**src/hdl/ipb_pkg.sv**
```systemverilog
package ipb_pkg;
   // ****************************************************
   // Register map (byte addresses, one aligned word each)
   // ****************************************************
   localparam logic [11:0] OFF_PRIO_SERIAL1_RX_SPI1_TIMER3 = 12'h000;
   localparam logic [11:0] OFF_PRIO_CONVERTER_SERIAL1_TX   = 12'h004;
   localparam logic [11:0] OFF_PRIO_CHANGE_CMP_TWOWIRE1    = 12'h008;
   localparam logic [11:0] OFF_PRIO_CAPTURE87_EXT1         = 12'h00c;
   localparam logic [11:0] OFF_PRIO_TIMER4_COMPARE43       = 12'h010;
   localparam logic [11:0] OFF_PRIO_SERIAL2_EXT2_TIMER5    = 12'h014;
   localparam int          NUM_REGS                        = 6;

   // ****************************************************
   // Field positions (low bit of each 3-bit field)
   // ****************************************************
   localparam int          FLD_HI  = 12;
   localparam int          FLD_MH  = 8;
   localparam int          FLD_ML  = 4;
   localparam int          FLD_LO  = 0;
   localparam int          PRIO_W  = 3;

   // ****************************************************
   // Priority codes
   // ****************************************************
   localparam logic [2:0]  PRIO_RESET   = 3'h4;
   localparam logic [2:0]  PRIO_OFF     = 3'h0;
   localparam logic [2:0]  PRIO_LOWEST  = 3'h1;
   localparam logic [2:0]  PRIO_HIGHEST = 3'h7;

   // Implemented-bit masks per register
   localparam logic [15:0] MASK_REG0 = 16'h7777;
   localparam logic [15:0] MASK_REG1 = 16'h0077;
   localparam logic [15:0] MASK_REG2 = 16'h7777;
   localparam logic [15:0] MASK_REG3 = 16'h7707;
   localparam logic [15:0] MASK_REG4 = 16'h7770;
   localparam logic [15:0] MASK_REG5 = 16'h7777;
   // Reset images: every implemented field loads level 4
   localparam logic [15:0] RST_REG0  = 16'h4444;
   localparam logic [15:0] RST_REG1  = 16'h0044;
   localparam logic [15:0] RST_REG2  = 16'h4444;
   localparam logic [15:0] RST_REG3  = 16'h4404;
   localparam logic [15:0] RST_REG4  = 16'h4440;
   localparam logic [15:0] RST_REG5  = 16'h4444;
endpackage : ipb_pkg

```
**src/hdl/ipb_prio_bank.sv**
```systemverilog
`timescale 1ns/10ps
// How it works
// A field value of 7 is the highest level and larger codes mean higher priority.
// A field value of 1 is the lowest active level.
// A field value of 0 disables the source so it never raises a request.
// Unimplemented bits always read as zero.
// At reset every implemented field loads 100, level 4.
// Register 0 holds serial 1 receive at 14-12 and sync serial 1 event at 10-8.
// Register 0 holds sync serial 1 fault at 6-4 and timer 3 at 2-0.
// Register 1 has 15-7 unused, converter done at 6-4, serial 1 transmit at 2-0.
// Register 2 holds input change at 14-12 and comparator at 10-8.
// Register 2 holds two-wire 1 master at 6-4 and two-wire 1 slave at 2-0.
// Register 3 holds capture 8 at 14-12 and capture 7 at 10-8.
// Register 3 has 7-3 unused and external interrupt 1 at 2-0.
// Register 4 holds timer 4 at 14-12 and compare 4 at 10-8.
// Register 4 holds compare 3 at 6-4 with its low four bits unused.
// Register 5 holds serial 2 transmit at 14-12 and serial 2 receive at 10-8.
// Register 5 holds external interrupt 2 at 6-4 and timer 5 at 2-0.
// Writes to unused bits are dropped and every field drives its value out continuously.
module ipb_prio_bank (
   // Clock and reset
   input  wire logic        clk,
   input  wire logic        reset,
   // APB slave
   input  wire logic        psel,
   input  wire logic        penable,
   input  wire logic        pwrite,
   input  wire logic [11:0] paddr,
   input  wire logic [31:0] pwdata,
   input  wire logic [3:0]  pstrb,
   output logic      [31:0] prdata,
   output logic             pready,
   output logic             pslverr,
   // Priority fields to the arbiter
   output logic      [2:0]  serial1_rx_prio,
   output logic      [2:0]  sync_serial1_event_prio,
   output logic      [2:0]  sync_serial1_fault_prio,
   output logic      [2:0]  timer3_prio,
   output logic      [2:0]  converter_done_prio,
   output logic      [2:0]  serial1_tx_prio,
   output logic      [2:0]  input_change_prio,
   output logic      [2:0]  comparator_prio,
   output logic      [2:0]  twowire1_master_prio,
   output logic      [2:0]  twowire1_slave_prio,
   output logic      [2:0]  capture8_prio,
   output logic      [2:0]  capture7_prio,
   output logic      [2:0]  ext_irq1_prio,
   output logic      [2:0]  timer4_prio,
   output logic      [2:0]  compare4_prio,
   output logic      [2:0]  compare3_prio,
   output logic      [2:0]  serial2_tx_prio,
   output logic      [2:0]  serial2_rx_prio,
   output logic      [2:0]  ext_irq2_prio,
   output logic      [2:0]  timer5_prio,
   // Per-source enable, high when the field is not 0
   output logic      [19:0] srcEnable,
   // Highest level programmed in the bank, 0 when all are off
   output logic      [2:0]  maxLevel
);
   import ipb_pkg::*;

   // ****************************************************
   // Bus decode
   // ****************************************************
   logic        accessPhase;
   logic        wrStrobe;
   logic        hit;
   logic [2:0]  regIdx;
   logic [15:0] wrMask;
   logic [15:0] rdWord;

   logic [15:0] prioSerial1RxSpi1Timer3_ff;
   logic [15:0] prioConverterSerial1Tx_ff;
   logic [15:0] prioChangeCmpTwowire1_ff;
   logic [15:0] prioCapture87Ext1_ff;
   logic [15:0] prioTimer4Compare43_ff;
   logic [15:0] prioSerial2Ext2Timer5_ff;

   // Zero-wait slave: every access completes in its first access cycle
   assign pready      = 1'b1;
   assign accessPhase = psel & penable;

   always_comb begin
      hit    = 1'b1;
      regIdx = 3'h0;
      case (paddr)
         OFF_PRIO_SERIAL1_RX_SPI1_TIMER3: regIdx = 3'h0;
         OFF_PRIO_CONVERTER_SERIAL1_TX:   regIdx = 3'h1;
         OFF_PRIO_CHANGE_CMP_TWOWIRE1:    regIdx = 3'h2;
         OFF_PRIO_CAPTURE87_EXT1:         regIdx = 3'h3;
         OFF_PRIO_TIMER4_COMPARE43:       regIdx = 3'h4;
         OFF_PRIO_SERIAL2_EXT2_TIMER5:    regIdx = 3'h5;
         default: begin
            hit    = 1'b0;
            regIdx = 3'h7;
         end
      endcase
   end

   // Unmapped addresses are flagged so software sees a wild pointer
   assign pslverr  = accessPhase & ~hit;
   assign wrStrobe = accessPhase & pwrite & hit;
   assign wrMask   = {{8{pstrb[1]}}, {8{pstrb[0]}}};

   // Masked update: byte enables gate lanes, unused bits never store
   function automatic logic [15:0] merge(input logic [15:0] old, input logic [15:0] impl);
      merge = ((pwdata[15:0] & wrMask) | (old & ~wrMask)) & impl;
   endfunction : merge

   // ****************************************************
   // Priority registers
   // ****************************************************
   always_ff @(posedge clk) begin
      if (reset) begin
         prioSerial1RxSpi1Timer3_ff <= RST_REG0;
      end else if (wrStrobe && regIdx == 3'h0) begin
         prioSerial1RxSpi1Timer3_ff <= merge(prioSerial1RxSpi1Timer3_ff, MASK_REG0);
      end
   end

   always_ff @(posedge clk) begin
      if (reset) begin
         prioConverterSerial1Tx_ff <= RST_REG1;
      end else if (wrStrobe && regIdx == 3'h1) begin
         prioConverterSerial1Tx_ff <= merge(prioConverterSerial1Tx_ff, MASK_REG1);
      end
   end

   always_ff @(posedge clk) begin
      if (reset) begin
         prioChangeCmpTwowire1_ff <= RST_REG2;
      end else if (wrStrobe && regIdx == 3'h2) begin
         prioChangeCmpTwowire1_ff <= merge(prioChangeCmpTwowire1_ff, MASK_REG2);
      end
   end

   always_ff @(posedge clk) begin
      if (reset) begin
         prioCapture87Ext1_ff <= RST_REG3;
      end else if (wrStrobe && regIdx == 3'h3) begin
         prioCapture87Ext1_ff <= merge(prioCapture87Ext1_ff, MASK_REG3);
      end
   end

   always_ff @(posedge clk) begin
      if (reset) begin
         prioTimer4Compare43_ff <= RST_REG4;
      end else if (wrStrobe && regIdx == 3'h4) begin
         prioTimer4Compare43_ff <= merge(prioTimer4Compare43_ff, MASK_REG4);
      end
   end

   always_ff @(posedge clk) begin
      if (reset) begin
         prioSerial2Ext2Timer5_ff <= RST_REG5;
      end else if (wrStrobe && regIdx == 3'h5) begin
         prioSerial2Ext2Timer5_ff <= merge(prioSerial2Ext2Timer5_ff, MASK_REG5);
      end
   end

   // ****************************************************
   // Read path
   // ****************************************************
   always_comb begin
      case (regIdx)
         3'h0:    rdWord = prioSerial1RxSpi1Timer3_ff;
         3'h1:    rdWord = prioConverterSerial1Tx_ff;
         3'h2:    rdWord = prioChangeCmpTwowire1_ff;
         3'h3:    rdWord = prioCapture87Ext1_ff;
         3'h4:    rdWord = prioTimer4Compare43_ff;
         3'h5:    rdWord = prioSerial2Ext2Timer5_ff;
         default: rdWord = 16'h0000;
      endcase
   end

   // Upper half-word and unused bits read zero. The word is captured at the setup edge so
   // that it comes from a flop and stands for the whole zero-wait access cycle.
   logic [31:0] prdata_ff;

   always_ff @(posedge clk) begin
      if (reset) begin
         prdata_ff <= 32'h0000_0000;
      end else if (psel && !penable && !pwrite) begin
         prdata_ff <= {16'h0000, rdWord};
      end else begin
         prdata_ff <= 32'h0000_0000;
      end
   end

   assign prdata = prdata_ff;

   // ****************************************************
   // Field outputs, straight from the flops
   // ****************************************************
   assign serial1_rx_prio         = prioSerial1RxSpi1Timer3_ff[FLD_HI +: PRIO_W];
   assign sync_serial1_event_prio = prioSerial1RxSpi1Timer3_ff[FLD_MH +: PRIO_W];
   assign sync_serial1_fault_prio = prioSerial1RxSpi1Timer3_ff[FLD_ML +: PRIO_W];
   assign timer3_prio             = prioSerial1RxSpi1Timer3_ff[FLD_LO +: PRIO_W];
   assign converter_done_prio     = prioConverterSerial1Tx_ff[FLD_ML +: PRIO_W];
   assign serial1_tx_prio         = prioConverterSerial1Tx_ff[FLD_LO +: PRIO_W];
   assign input_change_prio       = prioChangeCmpTwowire1_ff[FLD_HI +: PRIO_W];
   assign comparator_prio         = prioChangeCmpTwowire1_ff[FLD_MH +: PRIO_W];
   assign twowire1_master_prio    = prioChangeCmpTwowire1_ff[FLD_ML +: PRIO_W];
   assign twowire1_slave_prio     = prioChangeCmpTwowire1_ff[FLD_LO +: PRIO_W];
   assign capture8_prio           = prioCapture87Ext1_ff[FLD_HI +: PRIO_W];
   assign capture7_prio           = prioCapture87Ext1_ff[FLD_MH +: PRIO_W];
   assign ext_irq1_prio           = prioCapture87Ext1_ff[FLD_LO +: PRIO_W];
   assign timer4_prio             = prioTimer4Compare43_ff[FLD_HI +: PRIO_W];
   assign compare4_prio           = prioTimer4Compare43_ff[FLD_MH +: PRIO_W];
   assign compare3_prio           = prioTimer4Compare43_ff[FLD_ML +: PRIO_W];
   assign serial2_tx_prio         = prioSerial2Ext2Timer5_ff[FLD_HI +: PRIO_W];
   assign serial2_rx_prio         = prioSerial2Ext2Timer5_ff[FLD_MH +: PRIO_W];
   assign ext_irq2_prio           = prioSerial2Ext2Timer5_ff[FLD_ML +: PRIO_W];
   assign timer5_prio             = prioSerial2Ext2Timer5_ff[FLD_LO +: PRIO_W];

   // ****************************************************
   // Enables and highest programmed level
   // ****************************************************
   logic [2:0]  allPrio [20];
   logic [19:0] nxt_srcEnable;
   logic [2:0]  nxt_maxLevel;
   logic [19:0] srcEnable_ff;
   logic [2:0]  maxLevel_ff;

   assign allPrio = '{serial1_rx_prio, sync_serial1_event_prio, sync_serial1_fault_prio,
                      timer3_prio, converter_done_prio, serial1_tx_prio,
                      input_change_prio, comparator_prio, twowire1_master_prio,
                      twowire1_slave_prio, capture8_prio, capture7_prio, ext_irq1_prio,
                      timer4_prio, compare4_prio, compare3_prio, serial2_tx_prio,
                      serial2_rx_prio, ext_irq2_prio, timer5_prio};

   // Code 0 keeps a source out of arbitration entirely; codes 1..7 rank upward
   always_comb begin
      nxt_srcEnable = 20'h00000;
      nxt_maxLevel  = PRIO_OFF;
      for (int i = 0; i < 20; i++) begin
         nxt_srcEnable[19 - i] = (allPrio[i] != PRIO_OFF);
         if (allPrio[i] > nxt_maxLevel) begin
            nxt_maxLevel = allPrio[i];
         end
      end
   end

   // Registered for the arbiter; limitation: both trail a field write by one clock
   always_ff @(posedge clk) begin
      if (reset) begin
         // Every field resets to a non-zero level, so all sources start enabled
         srcEnable_ff <= 20'hfffff;
         maxLevel_ff  <= PRIO_RESET;
      end else begin
         srcEnable_ff <= nxt_srcEnable;
         maxLevel_ff  <= nxt_maxLevel;
      end
   end

   assign srcEnable = srcEnable_ff;
   assign maxLevel  = maxLevel_ff;
endmodule : ipb_prio_bank

```
**config.mk**
```make
export PLATFORM = sky130hd
export DESIGN_NAME = ipb_prio_bank
export DESIGN_NICKNAME = d
export VERILOG_FILES = /design/src/hdl/ipb_pkg.sv /design/src/hdl/ipb_prio_bank.sv
export SDC_FILE = /design/constraint.sdc
export NUM_CORES = 1
export LEC_CHECK = 0
export BUFFER_PORTS_ARGS = -buffer_cell sky130_fd_sc_hd__buf_4
export CAP_MARGIN = 20
export CORE_MARGIN = 2
export CORE_UTILIZATION = 41
export CTS_CLUSTER_DIAMETER = 200
export DETAILED_ROUTE_END_ITERATION = 10
export GPL_ROUTABILITY_DRIVEN = 0
export PLACE_DENSITY = 0.64
export SLEW_MARGIN = 20
export SYNTH_ARGS = -nofsm -noshare
export SYNTH_HDL_FRONTEND = slang
export SYNTH_SLANG_ARGS = --single-unit
```
**constraint.sdc**
```tcl
create_clock -name clk -period 21.2 [get_ports clk]
set_clock_uncertainty 0.05 [all_clocks]
set_input_delay 4.24 -clock clk [delete_from_list [all_inputs] [get_ports clk]]
set_output_delay 4.24 -clock clk [all_outputs]
set_load 0.02 [all_outputs]
```
After elaboration in Yosys (flattened, before gate mapping). Index checks and enable logic that the tools add are counted.

Logic and storage cells: 117. Memory bits (read-only): 0. Bits in registers: 115. Output and inout port bits: 117. RAM bits: 0. Memories kept: 0. Latch bits: 0.

Shift-type cells: 0. Reduce and logical (&&, ||, !) cells: 34. Bitwise logic cells: 20. $add $sub $neg: 0. Equal/unequal tests: 10. Multipliers: 0. Divide/modulo/power cells: 0. Mux-type cells: 23. $lt $le $gt $ge: 20.

Operators with widths (number): $and A15 B15 Y15 (6); $pmux W15 S6 (1); $or A15 B15 Y15 (5); $mux W3 (20); $reduce_bool A3 Y1 (20); $gt A3 B3 Y1 (19); $eq A12 B4 Y1 const B (2); $eq A12 B5 Y1 const B (2); $pmux W3 S6 (1); $not A15 Y15 (1); $eq A12 B3 Y1 const B (1); $logic_not A12 Y1 (1); $logic_and A1 B1 Y1 (8); $and A7 B7 Y7 (1); $or A7 B7 Y7 (1); $eq A3 B2 Y1 const B (2); $eq A3 B3 Y1 const B (2); $reduce_or A6 Y1 (1); $and A1 B1 Y1 (4); $eq A3 B1 Y1 const B (1); $gt A3 B1 Y1 const B (1); $logic_not A3 Y1 (1); $logic_not A1 Y1 (2); $not A1 Y1 (2); other kinds (2) (2).

Longest topological paths before layout. Gate-level depths: netlist of run 1.

Depth in word-level cells: 40. Gate-level depth with buffers: 119. Depth with buffers taken out: 118.

Least setup slack after synthesis of run 1. Ideal clock, no wire load.

Path type: reg-to-reg. From: register with a tool-made name. To: register maxLevel_ff[2], in the netlist maxLevel[2]. Path slack: -0.207 ns. Cell stages (with the launch flop): 112. Required time: 21.028 ns. Arrival: 21.235 ns. Cell sequence: dfxtp_1 > inv_1 > ha_1 > nor2b_1 > o21a_1 > o32ai_1 > a21oi_1 > inv_1 > ha_1 > nand3b_1 > a21oi_1 > o21bai_1 > ha_1 > nand3b_1 > a32oi_2 > mux2_4 > a21oi_1 > inv_1 > (+76 left out) > nor2b_1 > o21ai_0 > nand2b_1 > a22oi_1 > o2bb2ai_1 > a31o_4 > ha_1 > a21o_1 > a21oi_1 > a31oi_1 > nor2_1 > a21oi_1 > ha_1 > nor2b_1 > o21ai_0 > a32oi_1 > nor2_1 > a221o_1.

RTL lines: end signal, assigned (line ipb_prio_bank.sv:252) `maxLevel_ff <= nxt_maxLevel;`; end, declared (line ipb_prio_bank.sv:223) `logic [2:0] maxLevel_ff;`.

==> results of run 1 <==
final timing paths:
| path | end | depth (start not counted) | slack, ns |
|---|---|---|---|
| max | maxLevel[2] | 115 | 0.40 |
| min | flip-flop | 2 | 0.54 |
| max reg2reg | maxLevel[2] | 115 | 0.40 |
| min reg2reg | flip-flop | 2 | 0.54 |
critical path: cells and delay by family, from the launching register on:
family	cells	cell delay (ns)
compound gates	54	9.28
fa+ha+maj	19	4.76
simple gates	27	3.62
mux	6	1.62
buf+inv	9	0.96
flops	1	0.33
report_power, final:
| group | leakage, nW | switching [mW] | internal [mW] |
|---|---|---|---|
| Combinational | 3.07 | 0.0292 | 0.0281 |
| Sequential | 0.768 | 0.000324 | 0.180 |
| Clock | 0.161 | 0.0771 | 0.108 |
per-stage QoR:
step | util (%) | instance area [µm²] | total power [mW]
floorplan | - | 6310 | 0.212
global placement | 54.2 | 8150 | 0.230
detailed placement | 54.2 | 8150 | 0.230
CTS | 57.1 | 8590 | 0.412
global route | 64.3 | 9670 | 0.435
finish | 64.3 | 9670 | 0.422
cell families (layout without fill, tap and decap cells):
kind of cell / count (synthesis) / after routing / synth area share [%]
multiplexers: 76 / 76 / 12.5
buffers and inverters: 88 / 351 / 6.72
AO/OA/AOI/OAI: 176 / 176 / 20.6
flip-flops: 95 / 95 / 30.6
other: 2 / 21 / 0.121
adder cells (fa/ha/maj): 58 / 58 / 11.7
AND/OR/NAND/NOR: 223 / 223 / 17.8
layout make-up:
type / instances / share of cell area (%)
Timing Repair Buffer: 287 / 22.4
Tap cell: 188 / 2.43
Inverter: 48 / 1.86
Multi-Input combinational cell: 554 / 50.2
Clock buffer: 10 / 2.47
Clock inverter: 6 / 0.957
Sequential cell: 95 / 19.7
what timing repair did:
item,4_1_cts,5_1_grt
gates resized for setup,17,156
setup buffers,4,37
gates cloned,0,0
setup endpoints to repair,3,3
pin swaps,8,85
cells in the final DEF, fill, tap and decap left out, types with 7 or more instances in the layout:
cell,count
nor2_1,66
and3_1,10
inv_1,41
conb_1,21
nor2b_4,7
a222oi_1,11
nor2_2,15
o21a_1,8
clkbuf_16,9
a21o_1,8
a21oi_2,13
o21ai_0,7
inv_2,7
a22oi_1,13
ha_4,19
nand2_1,45
dfxtp_1,93
ha_1,36
o21ai_1,9
buf_4,284
nand3b_1,7
or4_1,20
a21oi_1,28
mux2i_1,64
layer usage:
layer / vias to the layer above / wire, µm
li1: 3160 / -
met1: 3181 / 9380
met2: 284 / 10200
met3: 50 / 1510
met4: 0 / 690
met5: - / 0
synthesized netlist by cell type, drive strengths merged, types with 12 or more instances:
cell and n:
dfxtp 95, nor2 82, mux2i 68, ha 58, nand2 51, inv 48, a21oi 46, o21ai 26
buf 23, or4 20, clkbuf 17, a22oi 15, and3 13, nor2b 12
==> summary.md, run 1 <==
| Metric | Value |
|---|---|
| Status | finished, final reports clean |
| CTS tree | done |
| Area of the multi-input gates | 0.00486 mm² |
| Dpl ws | -0.321 ns |
| Post-Syn Area per Cell | 8.66 µm² |
| CP dominant cell by count | ha_4 |
| Synth Register Bits | 95 |
| Critical path arrival | 20.99 ns |
| CP endpoint kind | flip-flop |
| Synth top area share | 30.6% |
| DRC | 0 |
| Vias in the first global route | 5895 |
| I/O Buffers | 126 |
| Post-route clock period utilization | 98.1% |
| Dpl hpwl | 15000 µm |
| CTS Buf Count | 9 |
| Top post-synthesis cells by area | dfxtp_1 31%, ha_1 12%, mux2i_1 11% |
| Pin count of the biggest net entering global routing | 65 |
| Clock sink count | 95 |
| Routed vias | 6675 |
| Layout fillers | 1265 |
| Die X | 127 µm |
| Core Footprint | 0.0150 mm² |
| Final-stage net count | 1106 |
| Post-route insts no fill | 1188 |
| Post-synth EDFFs | 0 |
| Worst setup SP type | flip-flop |
| Die Height | 127 µm |
| PwrDens | 43.6 mW/mm² |
| Hold Crit Class | flip-flop to flip-flop |
| Final TNS setup | 0 ns |
| Vias per cell | 5.62 |
| # setup viols final | 0 |
| Peak supply drop | 0.0384 mV |
| GRT Residual Overflow | 0 |
| CTS root buf | clkbuf_16 |
| Clock transition at the registers of the reported paths | 0.07 ns |
| # IOs | 170 |
| Synth unique cells | 69 |
| Final worst setup slack | 0.404 ns |
| Clock Path Buffers | 2 |
| Warnings from Yosys | 0 |
| Post-DRT Antenna Nets | 0 |
| Slowest Stage Delay on Critical Path | 0.35 ns |
| Share of cells above drive strength 1 | 45.5% |
| Slew headroom | 35.2% |
| F_max | 48.1 MHz |
| RSZ-0062 raised after global routing | yes |
| DP Cell Count | 1131 |
| Register area | 0.00190 mm² |
| Synth async-reset ratio | 0% |
| Final hold violations | 0 |
| Initial Utilization | 41.4% |
| Max-cap violation count | 0 |
| Register area share after synthesis | 30.6% |
| Slew Viols, Final | 0 |
| Hold_buf cts | 0 |
| Post-synthesis instance total | 718 |
| Global routing usage on met3 | 3.64% |
| Lkg Pwr | 4.00 nW |
| Min Hold Slack | 0.542 ns |
| Drt pass-1 iters | 6 |
| Die area | 0.0162 mm² |
| Post-synth top area cell | dfxtp_1 |
| Min Tclk post-route | 20.80 ns |
| Wire length of the first global-routing pass | 31200 µm |
| Met2 usage | 40.2% |
| CP max FO | 7 |
| CTS H-tree lvls | 3 |
| Slew @ Worst Pin | 0.965 ns |
| Total global-route track usage | 24.6% |
| WL per Instance | 18.4 µm |
| P&R area growth vs syn | 55.6% |
| Mapped Area | 0.00622 mm² |
| FP Rows | 45 |
| DRT Wirelength | 21800 µm |
| Setup CP Type | flip-flop to flip-flop |
| Met1 usage | 33.4% |
| Main synth FF type | dfxtp_1 |
| Slowest-stage cell, CP | mux2_4 |
| Antenna violations before repair | 0 |
| WP data required | 21.39 ns |
| Ant diodes | 0 |
| Clk Latency, worst-skew pair | 0.35 ns |
| Most Used Layer, Global Route | met2 |
| 1st-iter DRT viols | 451 |
No activity file was read; power rests on OpenSTA's default activity.
==> run 2: changes to the inputs <==
--- a/config.mk
+++ b/config.mk
@@ -12,6 +12,7 @@
 export CTS_CLUSTER_DIAMETER = 200
 export DETAILED_ROUTE_END_ITERATION = 10
 export GPL_ROUTABILITY_DRIVEN = 0
+export MAX_ROUTING_LAYER = met4
 export PLACE_DENSITY = 0.64
 export SLEW_MARGIN = 20
 export SYNTH_ARGS = -nofsm -noshare
==> run 2 against run 1 <==
First-iteration DRC count increased by 3.3%; non-clock buffer count decreased by 1; combinational power increased by 2%; power increased by 0.37%; count of clock-buffer cells in the layout unchanged; critical endpoint unchanged; register-to-register slack improved by 0.14 ns; die area unchanged; maximum frequency increased by 0.66%; largest cell class unchanged; final area about the same; core utilization about the same; global-route usage increased by 0.76 points.
==> summary.md, run 2 (synthesis results as in run 1) <==
| Metric | Value |
|---|---|
| Status | finished, final reports clean |
| # setup viols final | 0 |
| Vias in the first global route | 5884 |
| Number of cells on the worst reg-to-reg path | 114 |
| DRT Wirelength | 22000 µm |
| Slew @ Worst Pin | 0.982 ns |
| DRC | 0 |
| Final Util | 64.3% |
| CTS Buf Count | 9 |
| Total power | 424 µW |
| Core Footprint | 0.0150 mm² |
| Max-cap violation count | 0 |
| Critical path arrival | 20.86 ns |
| CTS H-tree lvls | 3 |
| Clk Latency, worst-skew pair | 0.36 ns |
| Share of cells above drive strength 1 | 45.6% |
| Post-DRT Antenna Nets | 0 |
| Die X | 127 µm |
| WP data required | 21.40 ns |
| F_max | 48.4 MHz |
| PwrDens | 43.8 mW/mm² |
| Commonest non-fill, non-tap cell in the layout | buf_4 |
| Wire length of the first global-routing pass | 31200 µm |
| Vias per cell | 5.60 |
| Hold Path Depth | 2 |
| Pin count of the biggest net entering global routing | 65 |
| Dpl hpwl | 15000 µm |
| CTS root buf | clkbuf_16 |
| Total global-route track usage | 25.3% |
| Placed Area | 0.00815 mm² |
| Slew headroom | 34.0% |
| Slew Viols, Final | 0 |
| Ant diodes | 0 |
| I/O Buffers | 126 |
| Routed vias | 6647 |
| RSZ-0062 raised after global routing | yes |
| P&R area growth vs syn | 55.5% |
| Drt pass-1 iters | 8 |
| Final hold violations | 0 |
| Antenna violations before repair | 0 |
| Peak supply drop | 0.0390 mV |
| Clock Path Buffers | 2 |
| Die Height | 127 µm |
| Slowest Stage Delay on Critical Path | 0.35 ns |
| Setup CP Type | flip-flop to flip-flop |
| Hold_buf cts | 0 |
| GRT Residual Overflow | 0 |
| Final-stage net count | 1105 |
| Post-route clock period utilization | 97.4% |
| Reg2reg setup slack | 0.54 ns |
| FP Rows | 45 |
| Final Instance Area | 0.00967 mm² |
| Slowest-stage cell, CP | mux2_4 |
| Hold Crit Class | flip-flop to flip-flop |
| Lkg Pwr | 4.00 nW |
| Die area | 0.0162 mm² |
| Crit Reg-Reg Endpoint | maxLevel[2] |
| Most frequent cells in the layout | 283 x buf_4, 93 x dfxtp_1, 65 x mux2i_1, 65 x nor2_1, 45 x nand2_1 |
| CP endpoint kind | flip-flop |
| CP dominant cell by count | ha_4 |
| 1st-iter DRT viols | 466 |
| CTS tree | done |
| WL per Instance | 18.6 µm |
| # IOs | 170 |
| Clock sink count | 95 |
| Min Tclk post-route | 20.66 ns |
| CP max FO | 7 |
| Initial Utilization | 41.4% |
| Worst setup SP type | flip-flop |
| Clock transition at the registers of the reported paths | 0.07 ns |
## run 2: area by class of cell
| cell class | count | area [µm²] |
|---|---|---|
| inverter | 48 | 180 |
| tap | 188 | 235 |
| timing repair buffer | 286 | 2160 |
| multi-input combinational | 554 | 4860 |
| clock buffer | 10 | 239 |
| sequential | 95 | 1900 |
| clock inverter | 6 | 92.6 |
| fill | 1264 | 5370 |
## run 2: worst max path at each step
stage / slack (ns) / to / cells past startpoint / start
2_1_floorplan: 0.01 / maxLevel[2] / 111 / flip-flop
3_3_place_gp: -0.24 / maxLevel[2] / 110 / flip-flop
3_5_place_dp: -0.32 / maxLevel[2] / 110 / flip-flop
4_1_cts: 0.02 / maxLevel[2] / 113 / flip-flop
5_1_grt: -0.62 / maxLevel[2] / 116 / flip-flop
6_report: 0.54 / maxLevel[2] / 114 / flip-flop
## run 2: power by group
group | switching, mW | internal, mW
Sequential | 0.000324 | 0.180
Combinational | 0.0299 | 0.0287
Clock | 0.0775 | 0.108
## run 2: repair_timing
action,CTS,global route
hold endpoints to repair,0,0
pin swaps,8,82
buffers inserted,4,37
resized for setup,17,159
endpoints found under the setup margin,3,3
## run 2: through the flow
step	TNS (ns)	setup WS [ns]	cells	hold WS [ns]
3_3_place_gp	-0.569	-0.238	1131	0.522
2_1_floorplan	0	0.0136	737	0.562
3_5_place_dp	-0.829	-0.321	1131	0.528
5_1_grt	-1.82	-0.620	1187	0.583
4_1_cts	0	0.0246	1151	0.541
6_report	0	0.541	1187	0.550
## run 2: worst max-delay path: cells and delay by family (launching register included)
family	cells	cell delay, ns
and+or+nand+nor	27	3.53
muxes	6	1.84
AOI/OAI and AO/OA	52	8.96
DFF	1	0.34
buffers and inverters	10	1.14
adders and majority gates	19	4.64
## run 2: routing by layer
layer  global-route usage (%)  up-vias  share of wire (%)
met1                     33.5     3171                 43
li1                         -     3164                  -
met4                     8.14        0                2.6
met3                     3.77       44                6.7
met5                        -        -                  0
met2                     40.2      268                 48
